[config.mk]
export PLATFORM = sky130hd
export DESIGN_NAME = pcac_top
export DESIGN_NICKNAME = d
export VERILOG_FILES = /design/src/rtl/pcac_tick.v /design/src/rtl/pcac_chan.v /design/src/rtl/pcac_top.v
export VERILOG_INCLUDE_DIRS = /design/src /design/src/rtl
export SDC_FILE = /design/constraint.sdc
export NUM_CORES = 2
export LEC_CHECK = 0
export BUFFER_PORTS_ARGS = -buffer_cell sky130_fd_sc_hd__buf_4
export CAP_MARGIN = 15
export CELL_PAD_IN_SITES_DETAIL_PLACEMENT = 1
export CELL_PAD_IN_SITES_GLOBAL_PLACEMENT = 1
export CORE_MARGIN = 10
export CORE_UTILIZATION = 50
export CTS_BUF_LIST = sky130_fd_sc_hd__clkbuf_4
export DETAILED_ROUTE_END_ITERATION = 10
export PLACE_DENSITY = 0.85
export SETUP_SLACK_MARGIN = 0.3
export SLEW_MARGIN = 20
export SYNTH_ARGS = -nofsm -noshare
export SYNTH_HDL_FRONTEND = slang
export SYNTH_SLANG_ARGS = --single-unit
[constraint.sdc]
create_clock -name aclk -period 5.01 [get_ports aclk]
set_input_delay 0.2505 -clock aclk [delete_from_list [all_inputs] [get_ports aclk]]
set_output_delay 0.2505 -clock aclk [all_outputs]
set_load 0.02 [all_outputs]
[src/rtl/pcac_map.vh]
// Operation
// centre mode counts up and down; direction forced up at count zero
// centre mode: up-count equal to duty toggles the output flip-flop
// centre mode: count equal to period turns direction from up to down
// centre mode: down-count equal to duty toggles the output again
// centre mode: down-count reaching zero turns up and loads buffers
// centre mode runs zero to period and back, twice the period
// software picks alignment before enabling a channel
// eight 8-bit channels or four 16-bit paired channels
// four pairing bits join 0-1, 2-3, 4-5 and 6-7
// software changes a pairing bit only with both channels disabled
// in a pair the even channel holds the upper byte
// in a pair the odd channel's clock select picks the clock
// in a pair the odd pin carries the waveform with odd polarity
// in a pair only odd enable counts; even output held disabled
// any write to either byte of a paired counter clears it all
// software reads a paired counter with one 16-bit access
// in a pair the odd alignment bit selects the mode
// duty zero gives the inactive level; duty at or over period active
// period zero holds the counter at zero, output at polarity level
// polarity one starts high and drops at duty match, else inverse
// period and duty double buffered when enabled, direct when disabled
// counter write clears count, sets up, loads buffers, sets output
// disabled counter stops and resumes from its held value
// paired counter, period and duty act as single 16-bit values
`ifndef PCAC_MAP_VH
`define PCAC_MAP_VH
`define PCAC_ADDR_W      8
`define PCAC_OFS_ENABLE  8'h00
`define PCAC_OFS_POL     8'h04
`define PCAC_OFS_CLKSEL  8'h08
`define PCAC_OFS_ALIGN   8'h0c
`define PCAC_OFS_CTRL    8'h10
`define PCAC_OFS_SCALE   8'h14
`define PCAC_OFS_OUTSTAT 8'h18
`define PCAC_IDX_CNT0    6'h08
`define PCAC_IDX_PER0    6'h10
`define PCAC_IDX_DTY0    6'h18
`define PCAC_RST_BYTE    8'h00
`define PCAC_RST_SCALE   8'h01
`define PCAC_RESP_OKAY   2'b00
`define PCAC_RESP_SLVERR 2'b10
`endif

[src/rtl/pcac_tick.v]
`timescale 1ns/1ps
`default_nettype none
module pcac_tick (
  input  wire       aclk,
  input  wire       aresetn,
  input  wire [7:0] scale,
  output reg        tick_q
);
  reg [7:0] div_q;
  // scaled clock: one tick every scale+1 bus cycles
  always @(posedge aclk) begin
    if (!aresetn) begin
      div_q  <= 8'h00;
      tick_q <= 1'b0;
    end else if (div_q >= scale) begin
      div_q  <= 8'h00;
      tick_q <= 1'b1;
    end else begin
      div_q  <= div_q + 8'h01;
      tick_q <= 1'b0;
    end
  end
endmodule // pcac_tick
`default_nettype wire

[src/rtl/pcac_chan.v]
`timescale 1ns/1ps
`default_nettype none
module pcac_chan (
  input  wire        aclk,
  input  wire        aresetn,
  input  wire        tick,
  input  wire        run,
  input  wire        center,
  input  wire        pol,
  input  wire [15:0] per_buf,
  input  wire [15:0] dty_buf,
  input  wire        cnt_clr,
  output reg         out_q,
  output reg  [15:0] cnt_q
);
  reg  [15:0] per_a_q;
  reg  [15:0] dty_a_q;
  reg         down_q;
  reg         phase_q;
  wire [15:0] nxt_up = cnt_q + 16'h0001;
  wire [15:0] nxt_dn = cnt_q - 16'h0001;
  wire        going_down = down_q & (cnt_q != 16'h0000);
  reg         after;

  // boundary levels override the toggling flip-flop
  always @* begin
    if (per_a_q == 16'h0000)
      after = 1'b0;
    else if (dty_a_q == 16'h0000)
      after = 1'b1;
    else if (dty_a_q >= per_a_q)
      after = 1'b0;
    else
      after = phase_q;
  end

  always @(posedge aclk) begin
    if (!aresetn) begin
      cnt_q   <= 16'h0000;
      per_a_q <= 16'h0000;
      dty_a_q <= 16'h0000;
      down_q  <= 1'b0;
      phase_q <= 1'b0;
      out_q   <= 1'b0;
    end else begin
      out_q <= run & (pol ^ after);
      if (cnt_clr) begin
        cnt_q   <= 16'h0000;
        down_q  <= 1'b0;
        phase_q <= 1'b0;
        per_a_q <= per_buf;
        dty_a_q <= dty_buf;
      end else if (!run) begin
        per_a_q <= per_buf;
        dty_a_q <= dty_buf;
      end else if (tick) begin
        if (per_a_q == 16'h0000) begin
          cnt_q   <= 16'h0000;
          down_q  <= 1'b0;
          phase_q <= 1'b0;
          per_a_q <= per_buf;
          dty_a_q <= dty_buf;
        end else if (!center) begin
          if (nxt_up >= per_a_q) begin
            cnt_q   <= 16'h0000;
            phase_q <= 1'b0;
            per_a_q <= per_buf;
            dty_a_q <= dty_buf;
          end else begin
            cnt_q <= nxt_up;
            if (nxt_up == dty_a_q)
              phase_q <= ~phase_q;
          end
        end else if (!going_down) begin
          if (cnt_q >= per_a_q) begin
            down_q <= 1'b1;
            cnt_q  <= nxt_dn;
            if (nxt_dn == dty_a_q)
              phase_q <= ~phase_q;
          end else begin
            down_q <= 1'b0;
            cnt_q  <= nxt_up;
            if (nxt_up == dty_a_q)
              phase_q <= ~phase_q;
          end
        end else begin
          cnt_q <= nxt_dn;
          if (nxt_dn == 16'h0000) begin
            down_q  <= 1'b0;
            phase_q <= 1'b0;
            per_a_q <= per_buf;
            dty_a_q <= dty_buf;
          end else if (nxt_dn == dty_a_q) begin
            phase_q <= ~phase_q;
          end
        end
      end
    end
  end
endmodule // pcac_chan
`default_nettype wire

[src/rtl/pcac_top.v]
`timescale 1ns/1ps
`default_nettype none
`include "pcac_map.vh"
module pcac_top (
  input  wire        aclk,
  input  wire        aresetn,
  input  wire [7:0]  s_axi_awaddr,
  input  wire        s_axi_awvalid,
  output reg         s_axi_awready,
  input  wire [31:0] s_axi_wdata,
  input  wire [3:0]  s_axi_wstrb,
  input  wire        s_axi_wvalid,
  output reg         s_axi_wready,
  output reg  [1:0]  s_axi_bresp,
  output reg         s_axi_bvalid,
  input  wire        s_axi_bready,
  input  wire [7:0]  s_axi_araddr,
  input  wire        s_axi_arvalid,
  output reg         s_axi_arready,
  output reg  [31:0] s_axi_rdata,
  output reg  [1:0]  s_axi_rresp,
  output reg         s_axi_rvalid,
  input  wire        s_axi_rready,
  output wire [7:0]  pwm_out
);
  reg  [7:0]  channel_enable_bit_q;
  reg  [7:0]  output_polarity_bit_q;
  reg  [7:0]  clock_select_bit_q;
  reg  [7:0]  center_align_bit_q;
  reg  [3:0]  pair_bits_q;
  reg  [7:0]  scale_q;
  reg  [7:0]  per_q [0:7];
  reg  [7:0]  dty_q [0:7];
  reg  [7:0]  cnt_wr_q;
  reg         aw_got_q;
  reg         w_got_q;
  reg  [7:0]  awaddr_q;
  reg  [31:0] wdata_q;
  reg  [3:0]  wstrb_q;
  wire [127:0] cnt_all;
  wire        scaled_tick;
  wire [5:0]  w_idx = awaddr_q[7:2];
  wire [5:0]  r_idx = s_axi_araddr[7:2];
  integer     k;

  pcac_tick u_tick (
    .aclk    (aclk),
    .aresetn (aresetn),
    .scale   (scale_q),
    .tick_q  (scaled_tick)
  );

  genvar i;
  generate
    for (i = 0; i < 8; i = i + 1) begin : g_ch
      wire        paired = pair_bits_q[i/2];
      wire        run;
      wire [15:0] per_v;
      wire [15:0] dty_v;
      wire        clr;
      if ((i % 2) == 0) begin : g_even
        assign run   = channel_enable_bit_q[i] & ~paired;
        assign per_v = {8'h00, per_q[i]};
        assign dty_v = {8'h00, dty_q[i]};
        assign clr   = cnt_wr_q[i];
      end else begin : g_odd
        assign run   = channel_enable_bit_q[i];
        assign per_v = paired ? {per_q[i-1], per_q[i]}
                              : {8'h00, per_q[i]};
        assign dty_v = paired ? {dty_q[i-1], dty_q[i]}
                              : {8'h00, dty_q[i]};
        assign clr   = cnt_wr_q[i] | (paired & cnt_wr_q[i-1]);
      end
      pcac_chan u_chan (
        .aclk    (aclk),
        .aresetn (aresetn),
        .tick    (clock_select_bit_q[i] ? scaled_tick : 1'b1),
        .run     (run),
        .center  (center_align_bit_q[i]),
        .pol     (output_polarity_bit_q[i]),
        .per_buf (per_v),
        .dty_buf (dty_v),
        .cnt_clr (clr),
        .out_q   (pwm_out[i]),
        .cnt_q   (cnt_all[16*i +: 16])
      );
    end
  endgenerate

  // write channel: address and data taken in either order
  always @(posedge aclk) begin
    if (!aresetn) begin
      s_axi_awready <= 1'b0;
      s_axi_wready  <= 1'b0;
      s_axi_bvalid  <= 1'b0;
      s_axi_bresp   <= `PCAC_RESP_OKAY;
      aw_got_q      <= 1'b0;
      w_got_q       <= 1'b0;
      awaddr_q      <= 8'h00;
      wdata_q       <= 32'h00000000;
      wstrb_q       <= 4'h0;
      cnt_wr_q      <= 8'h00;
      channel_enable_bit_q  <= `PCAC_RST_BYTE;
      output_polarity_bit_q <= `PCAC_RST_BYTE;
      clock_select_bit_q    <= `PCAC_RST_BYTE;
      center_align_bit_q    <= `PCAC_RST_BYTE;
      pair_bits_q           <= 4'h0;
      scale_q               <= `PCAC_RST_SCALE;
      for (k = 0; k < 8; k = k + 1) begin
        per_q[k] <= `PCAC_RST_BYTE;
        dty_q[k] <= `PCAC_RST_BYTE;
      end
    end else begin
      cnt_wr_q      <= 8'h00;
      s_axi_awready <= ~aw_got_q & ~s_axi_awready & ~s_axi_bvalid
                       & s_axi_awvalid;
      s_axi_wready  <= ~w_got_q & ~s_axi_wready & ~s_axi_bvalid
                       & s_axi_wvalid;
      if (s_axi_awvalid & s_axi_awready) begin
        aw_got_q <= 1'b1;
        awaddr_q <= s_axi_awaddr;
      end
      if (s_axi_wvalid & s_axi_wready) begin
        w_got_q <= 1'b1;
        wdata_q <= s_axi_wdata;
        wstrb_q <= s_axi_wstrb;
      end
      if (s_axi_bvalid & s_axi_bready)
        s_axi_bvalid <= 1'b0;
      if (aw_got_q & w_got_q & ~s_axi_bvalid) begin
        aw_got_q     <= 1'b0;
        w_got_q      <= 1'b0;
        s_axi_bvalid <= 1'b1;
        s_axi_bresp  <= `PCAC_RESP_OKAY;
        // a counter write clears whatever the strobes say
        if (w_idx >= `PCAC_IDX_CNT0 && w_idx < `PCAC_IDX_CNT0 + 6'h08)
          cnt_wr_q[w_idx[2:0]] <= 1'b1;
        else if (w_idx >= `PCAC_IDX_PER0 &&
                 w_idx < `PCAC_IDX_PER0 + 6'h08) begin
          if (wstrb_q[0])
            per_q[w_idx[2:0]] <= wdata_q[7:0];
        end else if (w_idx >= `PCAC_IDX_DTY0 &&
                     w_idx < `PCAC_IDX_DTY0 + 6'h08) begin
          if (wstrb_q[0])
            dty_q[w_idx[2:0]] <= wdata_q[7:0];
        end else if (wstrb_q[0]) begin
          case (awaddr_q)
            `PCAC_OFS_ENABLE: channel_enable_bit_q  <= wdata_q[7:0];
            `PCAC_OFS_POL:    output_polarity_bit_q <= wdata_q[7:0];
            `PCAC_OFS_CLKSEL: clock_select_bit_q    <= wdata_q[7:0];
            `PCAC_OFS_ALIGN:  center_align_bit_q    <= wdata_q[7:0];
            `PCAC_OFS_CTRL:   pair_bits_q           <= wdata_q[3:0];
            `PCAC_OFS_SCALE:  scale_q               <= wdata_q[7:0];
            default:          s_axi_bresp <= `PCAC_RESP_SLVERR;
          endcase
        end else if (awaddr_q > `PCAC_OFS_OUTSTAT ||
                     awaddr_q[1:0] != 2'b00) begin
          s_axi_bresp <= `PCAC_RESP_SLVERR;
        end
      end
    end
  end

  // read data mux
  reg [31:0] rd_v;
  reg        rd_err;
  always @* begin
    rd_v   = 32'h00000000;
    rd_err = 1'b0;
    if (r_idx >= `PCAC_IDX_CNT0 && r_idx < `PCAC_IDX_CNT0 + 6'h08) begin
      // paired even reads the upper byte, paired odd the full word
      if (~r_idx[0] & pair_bits_q[r_idx[2:1]])
        rd_v = {24'h000000, cnt_all[16*(r_idx[2:0]+3'h1)+8 +: 8]};
      else if (r_idx[0] & pair_bits_q[r_idx[2:1]])
        rd_v = {16'h0000, cnt_all[16*r_idx[2:0] +: 16]};
      else
        rd_v = {24'h000000, cnt_all[16*r_idx[2:0] +: 8]};
    end else if (r_idx >= `PCAC_IDX_PER0 &&
                 r_idx < `PCAC_IDX_PER0 + 6'h08)
      rd_v = {24'h000000, per_q[r_idx[2:0]]};
    else if (r_idx >= `PCAC_IDX_DTY0 && r_idx < `PCAC_IDX_DTY0 + 6'h08)
      rd_v = {24'h000000, dty_q[r_idx[2:0]]};
    else begin
      case (s_axi_araddr)
        `PCAC_OFS_ENABLE:  rd_v = {24'h000000, channel_enable_bit_q};
        `PCAC_OFS_POL:     rd_v = {24'h000000, output_polarity_bit_q};
        `PCAC_OFS_CLKSEL:  rd_v = {24'h000000, clock_select_bit_q};
        `PCAC_OFS_ALIGN:   rd_v = {24'h000000, center_align_bit_q};
        `PCAC_OFS_CTRL:    rd_v = {28'h0000000, pair_bits_q};
        `PCAC_OFS_SCALE:   rd_v = {24'h000000, scale_q};
        `PCAC_OFS_OUTSTAT: rd_v = {24'h000000, pwm_out};
        default:           rd_err = 1'b1;
      endcase
    end
  end

  always @(posedge aclk) begin
    if (!aresetn) begin
      s_axi_arready <= 1'b0;
      s_axi_rvalid  <= 1'b0;
      s_axi_rdata   <= 32'h00000000;
      s_axi_rresp   <= `PCAC_RESP_OKAY;
    end else begin
      s_axi_arready <= ~s_axi_arready & ~s_axi_rvalid & s_axi_arvalid;
      if (s_axi_arvalid & s_axi_arready) begin
        s_axi_rvalid <= 1'b1;
        s_axi_rdata  <= rd_err ? 32'h00000000 : rd_v;
        s_axi_rresp  <= rd_err ? `PCAC_RESP_SLVERR : `PCAC_RESP_OKAY;
      end else if (s_axi_rvalid & s_axi_rready) begin
        s_axi_rvalid <= 1'b0;
      end
    end
  end
endmodule // pcac_top
`default_nettype wire

==> flow_summary.ini <==
[timing]
fin_crit_sh_pct = 88.4
relSlewSlack_pct = 15.0
hold_violations = 0
maxClockFrequency_mhz = 226
post-route-min-period_ns = 4.43
report.final.slew_viol_count = 0
finalClockSkew_ns = 0.0747
timing.final.ws_setup_ns = 0.583
totalNegativeSetupSlack_ns = 0
final-setup-viol-count = 0
grt_setup_unrepaired = no
worstMarginPinSlew_ns = 1.27
worst_hold_slack_ns = 0.142

[clocking]
clock_tree_from_tritoncts = built
cts.repair.resized = 0
cts_max_path_buffers = 3
cts_inserted_buffers = 159
cts.reportedPaths.clkPinSlew_ns = 0.07
tritoncts_num_sinks = 575
ctsRootBufferMaster = clkbuf_4
clk_latency_ns = 1.08
htree_levels = 4

[placed_design]
gp_congestion = 0.960
placement.io_buffers = 62
dp_hpwl_um = 121000
dp.cells = 6050
placement.setup.worst_slack_ns = 0.751

[detailed_routing]
wire_length_on_met1_um = 67900
routed_wire_length_per_instance_um = 26.4
route.met2.wl_um = 75700
post-route-drc-count = 0
route.top_layer_used = met5
detail_route.vias_per_cell = 6.60
dr_total_vias = 42400
first_iter_violations = 4976
finalWirelength_um = 170000
ant_nets = 0
drtPass1Iterations = 7
met3RoutedLength_um = 18400

[layout]
n_fill_cell = 10200
total_area_of_sequential_cells_um2 = 12800
multi_input_area_um2 = 28100
final_net_count = 5542
mostFrequentLayoutCells = 442 x dfxtp_1, 393 x nand2_1, 355 x nand3_1
layout.core_utilization_pct = 55.5
post_layout_nonfiller_instances = 6423
post_route_cells_drive_above_1_share_pct = 11.5
layout_commonest_cell = dfxtp_1
area_growth_syn_to_layout_pct = 9.63

[yosys]
synth_warnings = 0
synth.largest_area_cell = dfxtp_1
synth-compound-area-share_pct = 15.6
synth.avg_cell_area_um2 = 8.48
number_of_enable_flip_flop_cells_after_synthesis = 128
post_synth_mux_area_share_pct = 8.31
synth_fa_ha_area_share_pct = 9.51
synth_top_area_share_pct = 20.7
part_of_the_yosys_area_used_for_sequential_elements_pct = 29.6
synth_cells = 5103
synth.ff_latch_count = 575
synth_top_family_by_area = simple AND/OR/NAND/NOR gates
synth.lib_cells_used.distinct = 101
netlist_area_um2 = 43300
synth_async_sr_flop_share_pct = 0
yosys-top-cells-area = dfxtp_1 21%, ha_1 9.5%, edfxtp_1 8.9%, mux2i_1 4.1%, nand3_1 4.1%
synth_simple_gate_area_share_pct = 24.0
synth_ff_type = dfxtp_1
yosys.area_share.xor_xnor_pct = 7.37

[pwr]
power.ir.vdd_worst_mv = 0.173
power_density_nw_per_um2 = 222
p_leak_nw = 19.1

[worst_setup_path]
crit_chain = ha_1 > and4_1 > and3_1 > xor2_1 > ha_1 > a21o_1 > a21o_1 > a221oi_1 > o21bai_1 > or3b_1 > a21oi_4 > buf_4 > nand3_1 > o21ai_1
timing.critical_path.buf_inv = 1
setup.worst_path.end_class = flop
cell_family_with_most_cp_delay = simple AND/OR/NAND/NOR gates
worst-endpoint-required_ns = 5.97
delay_of_the_slowest_cell_on_the_worst_path_ns = 0.72
setup.worst_path.start_class = flop
timing.critical_path.depth = 14
worstPathArrival_ns = 5.39
cp_slowest_cell = dfxtp_1
worstRegToRegCells = 14
cp_max_fo = 34
worstSetupPathType = reg -> reg

[floorplan]
die_w_um = 314
die_h_um = 314
coreArea_um2 = 85500
ioPinCount = 108
floorplan.initialDensity_pct = 50.6
die_area_um2 = 98700
row_count = 107

[outcome]
status = complete, no violations

[min_path]
worstHoldPathType = in -> reg
worstHoldPathCells = 3

[global_route]
overall_fraction_of_global_route_tracks_in_use_pct = 33.1
grt_pass1_wl_um = 257000
grt_antenna_before_repair = 13
first_global_vias = 43100
global_route.overflow_total = 0
largest_net_degree_at_the_start_of_global_routing = 154

[flow_run]
cap_violations = 0
[timing repair]
action	in CTS	in global routing
endpoints found under the hold margin	165	0
hold buffers	87	0
buffers inserted	0	0
[logic make-up after synthesis]
logic type | count (synthesis)
mux | 272
xor+xnor | 340
simple gates | 1949
flops | 575
buf+inv | 591
other cells | 1
compound gates | 1046
fa+ha+maj | 329
[through the flow]
step / cell area, µm² / total power [mW]
finish: 47400 / 10.5
global placement: 44500 / 5.85
detailed placement: 44500 / 5.90
floorplan: 43300 / 5.59
CTS: 47400 / 10.5
global route: 47400 / 10.9
[power by group]
part / total (mW) / leakage, nW / switching [mW] / internal (mW)
sequential: 5.01 / 4.95 / 0.190 / 4.82
clock: 4.64 / 1.23 / 2.32 / 2.32
combinational: 0.886 / 12.9 / 0.515 / 0.370
[flip-flops by register name, indices dropped and copies added (netlist names), 16 cells and up]
| name | cells |
|---|---|
| dty_q | 64 |
| g_ch.u_chan.cnt_q | 128 |
| g_ch.u_chan.dty_a_q | 96 |
| g_ch.u_chan.per_a_q | 96 |
| per_q | 64 |
| s_axi_rdata | 16 |
[routing by layer]
metal / global-route usage, % / vias up
met3: 8.90 / 528
met5: 0 / -
met2: 51.4 / 2263
li1: - / 18700
met4: 15.6 / 4
met1: 42.3 / 20900
[layout make-up]
| type | count | share of cell area [%] |
|---|---|---|
| antenna | 2 | 0.0105 |
| clock buffer | 242 | 3.83 |
| clock inverter | 42 | 0.559 |
| inverter | 195 | 1.54 |
| multi-input combinational | 3954 | 59.3 |
| sequential | 575 | 27.0 |
| tap | 1144 | 3.02 |
| timing repair buffer | 269 | 4.78 |
[final timing paths]
kind                            slack (ns)                         end                 startpoint
worst max-delay path                  0.58  g_ch[5].u_chan.dty_a_q[15]    g_ch[5].u_chan.cnt_q[1]
worst min-delay path                  0.14               s_axi_awready              s_axi_awvalid
worst max register to register        0.58  g_ch[5].u_chan.dty_a_q[15]    g_ch[5].u_chan.cnt_q[1]
worst min register to register        0.49   g_ch[2].u_chan.per_a_q[5]  g_ch[2].u_chan.per_a_q[5]
[worst reg2reg max path, stage by stage, from the launching register on]
cell and delay [ns]:
dfxtp_1 0.72, ha_1 0.34, and4_1 0.35, and3_1 0.35, xor2_1 0.24, ha_1 0.29
a21o_1 0.17, a21o_1 0.17, a221oi_1 0.28, o21bai_1 0.18, or3b_1 0.47, a21oi_4 0.16
buf_4 0.33, nand3_1 0.15, o21ai_1 0.12
[synthesized netlist by cell type (29+ instances only)]
| cell | number |
|---|---|
| dfxtp_1 | 447 |
| nand2_1 | 393 |
| nand3_1 | 355 |
| ha_1 | 329 |
| o21ai_0 | 328 |
| nor2_1 | 290 |
| clkbuf_1 | 289 |
| a21oi_1 | 212 |
| xnor2_1 | 197 |
| inv_1 | 194 |
| mux2i_1 | 178 |
| and2_1 | 163 |
| edfxtp_1 | 128 |
| xor2_1 | 128 |
| nor2b_1 | 114 |
| a21o_1 | 101 |
| nor3_1 | 95 |
| nor4_1 | 89 |
| nand4_1 | 84 |
| mux4_2 | 67 |
| nand2b_1 | 57 |
| and3_1 | 47 |
| a31oi_1 | 45 |
| buf_2 | 45 |
| or3_1 | 45 |
| and4_1 | 44 |
| a211oi_1 | 40 |
| a21boi_0 | 31 |
| buf_4 | 31 |
| nor3b_1 | 30 |
| o211ai_1 | 30 |
| o31ai_1 | 29 |
Power figures use the tool's default switching activity.
